[config.mk]
export PLATFORM = sky130hd
export DESIGN_NAME = goi_top
export DESIGN_NICKNAME = d
export VERILOG_FILES = /design/src/rtl/goi_pkg.sv /design/src/rtl/goi_pin_timer.sv /design/src/rtl/goi_top.sv
export SDC_FILE = /design/constraint.sdc
export NUM_CORES = 1
export LEC_CHECK = 0
export BUFFER_PORTS_ARGS = -buffer_cell sky130_fd_sc_hd__buf_2
export CAP_MARGIN = 20
export CORE_ASPECT_RATIO = 0.6
export CORE_MARGIN = 8
export CORE_UTILIZATION = 55
export CTS_BUF_LIST = sky130_fd_sc_hd__clkbuf_4 sky130_fd_sc_hd__clkbuf_8
export CTS_CLUSTER_SIZE = 14
export DETAILED_ROUTE_END_ITERATION = 7
export PLACE_DENSITY = 0.77
export SETUP_SLACK_MARGIN = 0.5
export SLEW_MARGIN = 20
export SYNTH_ARGS = -nofsm -noshare
export SYNTH_HDL_FRONTEND = slang
export SYNTH_SLANG_ARGS = --single-unit
[constraint.sdc]
create_clock -name clk -period 2.6 [get_ports clk]
set_input_delay 0.52 -clock clk [delete_from_list [all_inputs] [get_ports clk]]
set_output_delay 0.52 -clock clk [all_outputs]
set_load 0.005 [all_outputs]
[src/rtl/goi_pkg.sv]
// Shared constants and state types of the pin and occupancy block
package goi_pkg;

  // Number of general-purpose pins and width of a pin index
  localparam int unsigned GOI_PIN_COUNT  = 4;
  localparam int unsigned GOI_PIN_IDX_W  = 2;

  // Timing: one second expressed in clock cycles at 40 MHz
  localparam int unsigned GOI_CLK_PERIOD_NS = 25;
  localparam int unsigned GOI_SECOND_NS     = 1_000_000_000;
  localparam int unsigned GOI_SEC_CYCLES    =
    GOI_SECOND_NS / GOI_CLK_PERIOD_NS;
  localparam int unsigned GOI_PRESC_W       = 26;

  // Timed level request limits, in whole seconds
  localparam logic [7:0]  GOI_TIME_MIN_S = 8'h01;
  localparam logic [7:0]  GOI_TIME_MAX_S = 8'h78;
  localparam int unsigned GOI_SECS_W     = 7;

  // Register byte offsets on the Avalon-MM slave
  localparam logic [5:0] GOI_OFS_DIR      = 6'h00;
  localparam logic [5:0] GOI_OFS_LEVEL    = 6'h04;
  localparam logic [5:0] GOI_OFS_TOGGLE   = 6'h08;
  localparam logic [5:0] GOI_OFS_TIMED    = 6'h0C;
  localparam logic [5:0] GOI_OFS_TSTAT    = 6'h10;
  localparam logic [5:0] GOI_OFS_OCC_CTRL = 6'h14;
  localparam logic [5:0] GOI_OFS_OCC_STAT = 6'h18;
  localparam logic [5:0] GOI_OFS_IRQ_STAT = 6'h1C;
  localparam logic [5:0] GOI_OFS_IRQ_MASK = 6'h20;
  localparam logic [5:0] GOI_OFS_PIN_IN   = 6'h24;

  // Field positions of the timed request word
  localparam int unsigned GOI_TIMED_IDX_LSB  = 0;
  localparam int unsigned GOI_TIMED_LVL_BIT  = 8;
  localparam int unsigned GOI_TIMED_SECS_LSB = 16;

  // Field positions of the occupancy registers
  localparam int unsigned GOI_OCC_POL_BIT      = 0;
  localparam int unsigned GOI_OCC_LEVEL_BIT    = 0;
  localparam int unsigned GOI_OCC_OCCUPIED_BIT = 1;

  // Interrupt status and mask bit positions
  localparam int unsigned GOI_IRQ_W       = 3;
  localparam int unsigned GOI_IRQ_EXPIRE  = 0;
  localparam int unsigned GOI_IRQ_REJECT  = 1;
  localparam int unsigned GOI_IRQ_OCC_CHG = 2;

  // Reset values
  localparam logic [GOI_PIN_COUNT-1:0] GOI_RST_DIR   = 4'h0;
  localparam logic [GOI_PIN_COUNT-1:0] GOI_RST_LEVEL = 4'h0;
  localparam logic                     GOI_RST_POL   = 1'b1;
  localparam logic [GOI_IRQ_W-1:0]     GOI_RST_MASK  = 3'h0;

  // State of one timed-level countdown
  typedef struct packed {
    logic                   active;
    logic                   expire;
    logic [GOI_SECS_W-1:0]  secs;
    logic [GOI_PRESC_W-1:0] presc;
  } goi_tmr_state_t;

  // State of the top block
  typedef struct packed {
    logic [GOI_PIN_COUNT-1:0] dir;
    logic [GOI_PIN_COUNT-1:0] level;
    logic [GOI_PIN_COUNT-1:0] saved;
    logic [GOI_PIN_COUNT-1:0] pinIn;
    logic                     pol;
    logic                     occLevel;
    logic                     occupied;
    logic [GOI_IRQ_W-1:0]     irqStat;
    logic [GOI_IRQ_W-1:0]     irqMask;
    logic                     irq;
    logic                     waitReq;
    logic [31:0]              rdata;
  } goi_state_t;

endpackage : goi_pkg

[src/rtl/goi_pin_timer.sv]
// Per-pin countdown of whole seconds for timed output levels
`timescale 1ns/10ps
module goi_pin_timer
  import goi_pkg::*;
#(
  parameter int unsigned SEC_CYCLES = GOI_SEC_CYCLES
) (
  input  wire logic                  clk,
  input  wire logic                  rst_n,
  input  wire logic                  load,
  input  wire logic [GOI_SECS_W-1:0] loadSecs,
  input  wire logic                  cancel,
  output logic                       active,
  output logic                       expire
);

  // Last prescaler value of one second
  localparam logic [GOI_PRESC_W-1:0] SecLast =
    GOI_PRESC_W'(SEC_CYCLES - 1);

  goi_tmr_state_t st_q;  // Registered state
  goi_tmr_state_t st_d;  // Next state

  // Own prescaler restarts on load, so every request gets whole seconds
  always_comb begin
    st_d        = st_q;
    st_d.expire = 1'b0;
    if (cancel) begin
      // Cancel beats load and expiry
      st_d.active = 1'b0;
    end else if (load) begin
      st_d.active = 1'b1;
      st_d.secs   = loadSecs;
      st_d.presc  = '0;
    end else if (st_q.active) begin
      if (st_q.presc == SecLast) begin
        // One second elapsed
        st_d.presc = '0;
        if (st_q.secs == GOI_SECS_W'(1)) begin
          st_d.active = 1'b0;
          st_d.expire = 1'b1;
        end else begin
          st_d.secs = st_q.secs - GOI_SECS_W'(1);
        end
      end else begin
        st_d.presc = st_q.presc + GOI_PRESC_W'(1);
      end
    end
  end

  // State register
  always_ff @(posedge clk or negedge rst_n) begin
    if (!rst_n) begin
      st_q <= '0;
    end else begin
      st_q <= st_d;
    end
  end

  assign active = st_q.active;
  assign expire = st_q.expire;

endmodule : goi_pin_timer

[src/rtl/goi_top.sv]
// General-purpose pins and occupancy input behind an Avalon-MM slave
//
// Implementation choices: the placing of the registers and the Avalon-MM slave port.
`timescale 1ns/10ps
module goi_top
  import goi_pkg::*;
#(
  parameter int unsigned SEC_CYCLES = GOI_SEC_CYCLES
) (
  input  wire logic                     clk,
  input  wire logic                     rst_n,
  input  wire logic [5:0]               address,
  input  wire logic                     read,
  input  wire logic                     write,
  input  wire logic [31:0]              writedata,
  input  wire logic [3:0]               byteenable,
  output logic [31:0]                   readdata,
  output logic                          waitrequest,
  input  wire logic [GOI_PIN_COUNT-1:0] gpioIn,
  output logic [GOI_PIN_COUNT-1:0]      gpioOut,
  output logic [GOI_PIN_COUNT-1:0]      gpioOe,
  input  wire logic                     occSenseIn,
  output logic                          occupied,
  output logic                          irq
);

  goi_state_t st_q;  // Registered state of the block
  goi_state_t st_d;  // Next state

  // Timer control, decoded in the same process as the state
  logic [GOI_PIN_COUNT-1:0] tmrLoad;    // Start a timed level
  logic [GOI_PIN_COUNT-1:0] tmrCancel;  // Abandon a timed level
  logic [GOI_SECS_W-1:0]    tmrSecs;    // Seconds for a new request
  logic [GOI_PIN_COUNT-1:0] tmrActive;  // Timed level in force
  logic [GOI_PIN_COUNT-1:0] tmrExpire;  // One-cycle end of a timed level

  // Bus handshake helpers
  logic        accept;     // Request seen, answer next cycle
  logic        commit;     // Request completes at this edge
  logic [31:0] wMask;      // Byte enables widened to bits
  logic [31:0] wData;      // Write data under the byte enables
  logic [31:0] rdMux;      // Read value selected by address

  // Timed request fields
  logic [GOI_PIN_IDX_W-1:0] reqIdx;   // Target pin
  logic                     reqLvl;   // Requested level
  logic [7:0]               reqSecs;  // Requested duration
  logic                     reqOk;    // Duration inside the legal range

  // Event pulses into the interrupt status
  logic [GOI_IRQ_W-1:0] events;   // Hardware set terms
  logic [GOI_IRQ_W-1:0] w1c;      // Software clear terms
  logic                 occNext;  // Occupancy seen by the next state

  // One countdown per pin; each keeps its own one-second prescaler
  for (genvar g = 0; g < GOI_PIN_COUNT; g++) begin : gTimer
    goi_pin_timer #(
      .SEC_CYCLES (SEC_CYCLES)
    ) uTimer (
      .clk      (clk),
      .rst_n    (rst_n),
      .load     (tmrLoad[g]),
      .loadSecs (tmrSecs),
      .cancel   (tmrCancel[g]),
      .active   (tmrActive[g]),
      .expire   (tmrExpire[g])
    );
  end

  // Byte lanes of the write data
  always_comb begin
    for (int b = 0; b < 4; b++) begin
      wMask[b*8 +: 8] = {8{byteenable[b]}};
    end
    wData = writedata & wMask;
  end

  // Read multiplexer; unmapped addresses read as zero
  always_comb begin
    rdMux = 32'h0000_0000;
    if (address == GOI_OFS_DIR) begin
      rdMux[GOI_PIN_COUNT-1:0] = st_q.dir;
    end else if (address == GOI_OFS_LEVEL) begin
      rdMux[GOI_PIN_COUNT-1:0] = st_q.level;
    end else if (address == GOI_OFS_TSTAT) begin
      rdMux[GOI_PIN_COUNT-1:0] = tmrActive;
    end else if (address == GOI_OFS_OCC_CTRL) begin
      rdMux[GOI_OCC_POL_BIT] = st_q.pol;
    end else if (address == GOI_OFS_OCC_STAT) begin
      rdMux[GOI_OCC_LEVEL_BIT]    = st_q.occLevel;
      rdMux[GOI_OCC_OCCUPIED_BIT] = st_q.occupied;
    end else if (address == GOI_OFS_IRQ_STAT) begin
      rdMux[GOI_IRQ_W-1:0] = st_q.irqStat;
    end else if (address == GOI_OFS_IRQ_MASK) begin
      rdMux[GOI_IRQ_W-1:0] = st_q.irqMask;
    end else if (address == GOI_OFS_PIN_IN) begin
      rdMux[GOI_PIN_COUNT-1:0] = st_q.pinIn;
    end else begin
      // Toggle and timed request words are write-only
      rdMux = 32'h0000_0000;
    end
  end

  // Main next-state process
  always_comb begin
    st_d      = st_q;
    tmrLoad   = '0;
    tmrCancel = '0;
    events    = '0;
    w1c       = '0;

    // Timed request fields straight from the bus
    reqIdx  = wData[GOI_TIMED_IDX_LSB +: GOI_PIN_IDX_W];
    reqLvl  = wData[GOI_TIMED_LVL_BIT];
    reqSecs = wData[GOI_TIMED_SECS_LSB +: 8];
    reqOk   = (reqSecs >= GOI_TIME_MIN_S) &&
              (reqSecs <= GOI_TIME_MAX_S);
    tmrSecs = reqSecs[GOI_SECS_W-1:0];

    // Waitrequest is high when idle, low for the one completing cycle
    accept = (read || write) && st_q.waitReq;
    commit = (read || write) && !st_q.waitReq;
    st_d.waitReq = !accept;

    // Read data are taken a cycle early so they stand at the commit edge
    if (accept && read) begin
      st_d.rdata = rdMux;
    end

    // Pins and sensor are synchronous; one register stage for reading
    st_d.pinIn    = gpioIn;
    st_d.occLevel = occSenseIn;

    // Occupancy follows the sampled level and the polarity
    occNext       = (st_q.occLevel == st_q.pol);
    st_d.occupied = occNext;
    if (occNext != st_q.occupied) begin
      events[GOI_IRQ_OCC_CHG] = 1'b1;
    end

    // Expired timed levels fall back to the remembered level
    for (int i = 0; i < GOI_PIN_COUNT; i++) begin
      if (tmrExpire[i]) begin
        st_d.level[i] = st_q.saved[i];
      end
    end
    if (|tmrExpire) begin
      events[GOI_IRQ_EXPIRE] = 1'b1;
    end

    // Register writes take effect at the commit edge only
    if (commit && write) begin
      if (address == GOI_OFS_DIR) begin
        st_d.dir = (st_q.dir & ~wMask[GOI_PIN_COUNT-1:0]) |
                   wData[GOI_PIN_COUNT-1:0];
      end else if (address == GOI_OFS_LEVEL) begin
        for (int i = 0; i < GOI_PIN_COUNT; i++) begin
          if (wMask[i]) begin
            // A pin under a timed level keeps it; the write becomes
            // the level that returns when the time runs out
            if (tmrActive[i] && !tmrExpire[i]) begin
              st_d.saved[i] = wData[i];
            end else begin
              st_d.level[i] = wData[i];
            end
          end
        end
      end else if (address == GOI_OFS_TOGGLE) begin
        for (int i = 0; i < GOI_PIN_COUNT; i++) begin
          if (wData[i]) begin
            // Toggle ends any timed level so the result stays put
            st_d.level[i] = ~st_d.level[i];
            tmrCancel[i]  = 1'b1;
          end
        end
      end else if (address == GOI_OFS_TIMED) begin
        if (reqOk) begin
          // Remember the level only when no timed level is running,
          // so a retrigger still restores the original level
          if (!tmrActive[reqIdx] || tmrExpire[reqIdx]) begin
            st_d.saved[reqIdx] = st_d.level[reqIdx];
          end
          st_d.level[reqIdx] = reqLvl;
          tmrLoad[reqIdx]    = 1'b1;
        end else begin
          // Out-of-range duration: nothing changes, flag it
          events[GOI_IRQ_REJECT] = 1'b1;
        end
      end else if (address == GOI_OFS_OCC_CTRL) begin
        if (wMask[GOI_OCC_POL_BIT]) begin
          st_d.pol = wData[GOI_OCC_POL_BIT];
        end
      end else if (address == GOI_OFS_IRQ_STAT) begin
        w1c = wData[GOI_IRQ_W-1:0];
      end else if (address == GOI_OFS_IRQ_MASK) begin
        st_d.irqMask = (st_q.irqMask & ~wMask[GOI_IRQ_W-1:0]) |
                       wData[GOI_IRQ_W-1:0];
      end else begin
        // Unmapped or read-only address: write ignored
        st_d.dir = st_q.dir;
      end
    end

    // Sticky status; a new event wins over a clear in the same cycle
    st_d.irqStat = (st_q.irqStat & ~w1c) | events;
    st_d.irq     = |(st_d.irqStat & st_d.irqMask);
  end

  // State register; polarity comes up active high
  always_ff @(posedge clk or negedge rst_n) begin
    if (!rst_n) begin
      st_q          <= '0;
      st_q.dir      <= GOI_RST_DIR;
      st_q.level    <= GOI_RST_LEVEL;
      st_q.saved    <= GOI_RST_LEVEL;
      st_q.pol      <= GOI_RST_POL;
      st_q.irqMask  <= GOI_RST_MASK;
      st_q.waitReq  <= 1'b1;
    end else begin
      st_q <= st_d;
    end
  end

  // Outputs straight from the state flops
  assign readdata    = st_q.rdata;
  assign waitrequest = st_q.waitReq;
  assign gpioOut     = st_q.level;
  assign gpioOe      = st_q.dir;
  assign occupied    = st_q.occupied;
  assign irq         = st_q.irq;

endmodule : goi_top

# After elaboration in Yosys (flattened, before gate mapping)

Index checks and enable logic that the tools add are counted.

Bits in registers: 199
Bits of input ports: 51
Output and inout bits: 43
Word-level logic and storage cells: 281

Equality and inequality tests: 29
Order comparisons: 4
Reduce and logical (&&, ||, !) cells: 47
$add $sub $neg: 8
Muxes and demuxes: 139
Bitwise gates (word level): 23

Operators by type and width:

| operator              | count |
|---|---|
| $mux 35               | 4 |
| $mux 34               | 4 |
| $mux 33               | 4 |
| $add 26x1->26 const B | 4 |
| $eq 26x26->1 const B  | 4 |
| $mux 26               | 4 |
| $mux 4                | 24 |
| $mux 1                | 55 |
| $mux 3                | 18 |
| $mux 8                | 5 |
| $mux 9                | 4 |
| $reduce_and 8->1      | 4 |
| $eq 7x1->1 const B    | 4 |
| $mux 28               | 1 |
| $mux 7                | 4 |
| $sub 7x1->7 const B   | 4 |
| $and 24x24->24        | 1 |
| $eq 6x5->1 const B    | 4 |
| $reduce_bool 2->1     | 11 |
| $reduce_and 4->1      | 4 |
| $eq 6x4->1 const B    | 2 |
| $eq 6x6->1 const B    | 2 |
| $mux 2                | 6 |
| $ne 2x2->1 const B    | 6 |
| other kinds (26)      | 67 |

# Longest topological paths before layout

Word-level depth: 16
Depth in mapped cells: 10
Mapped depth without buffers: 7

# Cells and area by module

Synthesis repeated with hierarchy kept, for this count alone.

Cell total of the unflattened synthesis: 1,093
Area total of the unflattened synthesis: 10,446.3 um^2

Modules (own cells, without submodules):

| module                                | instances | area an instance (um^2) | cells each |
|---|---|---|---|
| goi_pin_timer at gTimer[0].uTimer ... | 3         | 2,006.9                 | 203 |
| goi_top                               | 1         | 2,423.6                 | 282 |
| goi_pin_timer at gTimer[3].uTimer     | 1         | 2,001.9                 | 202 |

# Worst setup path before layout

Ideal clock, no wire load.

Path type: input port to flip-flop
Start: input address[5]
End: register gTimer[2].uTimer.st_q[23] (netlist bit)
Buffers on the path: 4
Required time: 2,481 ps
Path slack: -23 ps
Arrival time: 2,504 ps
Stages: 9
Cell sequence: buf_6 > or4_4 > buf_6 > buf_6 > or3_1 > nor4_4 > a21o_1 > buf_4 > nor2_1

Longest elaborated chain between the ends: 8
Elaborated cells on any way between the ends: 17
Classes of those cells: eq/ne (3); mux (10); bitwise (1); reduce/logical (3)

Ends and longest elaborated chain:

| what                        | line                | text |
|---|---|---|
| start, declared             | goi_top.sv:12       | `input wire logic [5:0] address,` |
| $eq 6x4->1                  | goi_top.sv:176      | `end else if (address == GOI_OFS_TIMED) begin` |
| $mux 4                      | goi_top.sv:176      |  |
| $mux 4                      | goi_top.sv:168      | `end else if (address == GOI_OFS_TOGGLE) begin` |
| $mux 4                      | goi_top.sv:156      | `end else if (address == GOI_OFS_LEVEL) begin` |
| $mux 4                      | goi_top.sv:153      | `if (address == GOI_OFS_DIR) begin` |
| $mux 4                      | goi_top.sv:152      | `if (commit && write) begin` |
| $reduce_bool 2->1 (no line) | -                   |  |
| $reduce_and 2->1 (no line)  | -                   |  |
| end signal, assigned        | goi_pin_timer.sv:56 | `st_q <= st_d;` |
| end, declared               | goi_pin_timer.sv:21 | `goi_tmr_state_t st_q;` |

Parallel ways exist; a longest one is shown, timed or not.
A chain may end at the register's enable or synchronous reset.

# Final worst setup path

Start: register gTimer[3].uTimer.st_q[23] (netlist bit)
End: register gTimer[3].uTimer.st_q[29] (netlist bit)

Longest elaborated chain between the ends: 3

Ends and longest elaborated chain:

| what                        | line                | text |
|---|---|---|
| start, declared             | goi_pin_timer.sv:21 |  |
| start signal, assigned      | goi_pin_timer.sv:56 |  |
| $eq 26x26->1                | goi_pin_timer.sv:36 | `if (st_q.presc == SecLast) begin` |
| $reduce_bool 2->1 (no line) | -                   |  |
| $reduce_and 4->1 (no line)  | -                   |  |

No other way between the ends.

==> qor.txt <==
CP max FO: 7
Post-synth EDFFs: 0
Rows: 39
Top cell type by total area after synthesis: dfrtp_1
RSZ-0062 raised after global routing: yes
Synth Instances: 1187
Die Span Y: 123 um
Synthesized area per cell: 8.81 sq um
Drc violations: 0
Final cycle utilization of the critical path: 93.5%
WHS Path Cells: 1
Core area: 0.0188 sq mm
Data required, critical path: 3020 ps
Min-Delay Endpoint: st_q[45]$_DFF_PN0_
Ratio of cells with drive above 1 in the final layout: 35.6%
Initial antenna violation count: 2
Maxcap violations: 0
Outcome: finished clean
Clock Sinks: 171
Async SR Flop Fraction: 100%
IO Pins: 94
CTS tree: yes
Hold Crit Start: gpioIn[2]
Worst-Margin Slew: 557 ps
Final Hold Viols: 0
Most common cell in the netlist: dfrtp_1
Area grow syn2layout: 35.8%
Count of input and output buffers: 45
Die ar.: 0.0238 sq mm
Mapped Area: 0.0105 sq mm
Via density: 6.51
HPWL after DPL: 21300 um
PwrDens: 377 mW/mm^2
Post-synth cell types: 79
CP startpoint: gTimer[3].uTimer.st_q[23]$_DFFE_PN0P_
Capturing point of the worst reg2reg path: gTimer[3].uTimer.st_q[29]$_DFFE_PN0P_
Routed wire per std cell: 21.7 um
Slew HR: 62.3%
Post-synth top area share: 40.4%
Fmax achieved: 411 MHz
Via Count: 10900
CTS root buf: clkbuf_8
Clock Path Buffers: 2
Worst R2R Setup Slack: 170 ps
Number of global-route vias before repair: 9878
Ys flop type: dfrtp_1
Die X: 194 um
#FFs+latches synth: 171
Worst-skew pair later-pin latency: 490 ps
R2R Path Start: gTimer[3].uTimer.st_q[23]$_DFFE_PN0P_
Total wire length: 36300 um
R2R cell count: 7
Worst hold path class: in -> reg
Synth top area cells: dfrtp_1, nand2_1, a21oi_1
Fin Setup TNS: 0 ps
First-pass GRT wire length: 52100 um
Slew Viols, Final: 0
First-pass DRT Iterations: 8
CP Capture Type: register
Routability-driven placement congestion ratio: 0.993
Final ANT Viol Nets: 0
Syn. warnings: 0
Clock skew: 14.5 ps
GRT Residual Overflow: 0
DRT iter0 DRCs: 1203
Final #Nets: 1478
Total power: 5.36 mW
Seq/Total Area, Yosys: 41.0%
Final setup fails: 0
Gr usage total: 26.9%
Startpoint Class: register
Largest net degree at the start of global routing: 48
CTS HTree Levels: 4
Initial Util: 55.5%
Leakage: 6.09 nW
Crit path DAT: 2850 ps
Crit Path Class: reg -> reg
Maximum vdd ir drop: 0.000305 V
Tmin final: 2430 ps
Cts bufs inserted: 17
CTS clk-pin slew, worst paths: 100 ps
Synth cell count leaders: dfrtp_1, nand2_1, nor2_1
-- registers in the layout, summed over array words and instances, names as in the netlist, named ones only --
register / cells
gTimer.uTimer.st_q: 132
st_q: 16
gTimer.uTimer.active: 4
gTimer.uTimer.expire: 4
gpioOut: 4
readdata: 4
irq: 1
occupied: 1
waitrequest: 1
-- through the flow --
stage	utilization, %	hold WS [ps]	cell area (sq um)	setup slack, ps	instances
after floorplan	-	224	10800	54.9	1214
after global placement	61.3	455	11600	-157	1516
after detailed placement	61.3	463	11600	-203	1516
after CTS	68.5	110	12900	186	1608
after global routing	75.4	113	14200	69.0	1675
final	75.4	130	14200	170	1675
-- critical path, stage by stage, from the launching register on --
cell and delay [ps]:
dfrtp_1 390, or4b_4 550, nor4b_4 300, nand3_2 120, nand4bb_4 270, buf_4 190, or3_1 340, a31oi_1 190
-- layer usage --
metal | wire, um | global-route usage, %
met4 | 1300 | 7.70
met1 | 15100 | 38.7
met5 | 13 | 0
met2 | 16000 | 39.0
met3 | 3920 | 7.86
-- how the worst max path moves through the flow --
stage / end / slack, ps / cells after the start
finish: gTimer[3].uTimer.st_q[29]$_DFFE_PN0P_ / 170 / 7
CTS: gTimer[3].uTimer.st_q[29]$_DFFE_PN0P_ / 190 / 7
detailed placement: gTimer[2].uTimer.st_q[14]$_DFFE_PN0P_ / -200 / 7
global route: gTimer[3].uTimer.st_q[27]$_DFFE_PN0P_ / 70 / 6
global placement: gTimer[1].uTimer.st_q[16]$_DFFE_PN0P_ / -160 / 9
floorplan: gTimer[2].uTimer.st_q[21]$_DFFE_PN0P_ / 50 / 8
-- where the power goes --
part / internal (mW) / switching, mW / total [mW] / leakage [nW]
combinational: 0.240 / 0.341 / 0.581 / 3.65
clock: 0.872 / 1.12 / 1.99 / 0.204
sequential: 2.72 / 0.0643 / 2.79 / 2.24
total: 3.83 / 1.53 / 5.36 / 6.09
-- cell usage in the layout, fill, tap and decap left out, drive strengths merged, types with 27 or more instances in the layout --
cell type / count
inv: 29
conb: 28
o21ai: 63
dfrtp: 169
nor3: 48
nor2: 103
xnor2: 36
buf: 270
xor2: 27
nand3: 65
a21oi: 86
nand2: 118
-- what timing repair did --
| item | CTS | global route |
|---|---|---|
| gates cloned | 4 | 5 |
| pin swaps | 64 | 101 |
| setup buffers | 55 | 61 |
| resized for setup | 102 | 180 |
| hold endpoints to repair | 42 | 0 |
| hold buffers | 1 | 0 |
| endpoints found under the setup margin | 103 | 122 |
-- area by class of cell --
class,count,area (sq um)
Sequential cell,171,4300
Inverter,24,90.1
Clock inverter,15,163
Tap cell,246,308
Multi-Input combinational cell,929,6780
Timing Repair Buffer,272,2320
Fill cell,1257,4640
Clock buffer,17,234
Antenna cell,1,2.50
-- kinds of logic (layout without fill, tap and decap cells) --
group,count (synthesis),after routing,synth area share [%]
simple gates,530,533,27.5
compound gates,272,273,16.6
flops,171,171,41.0
buf+inv,118,328,6.15
xor+xnor,63,63,5.28
mux,20,20,2.03
fa+ha+maj,12,12,1.44
other cells,1,29,0.0359
Power figures use the tool's default switching activity.
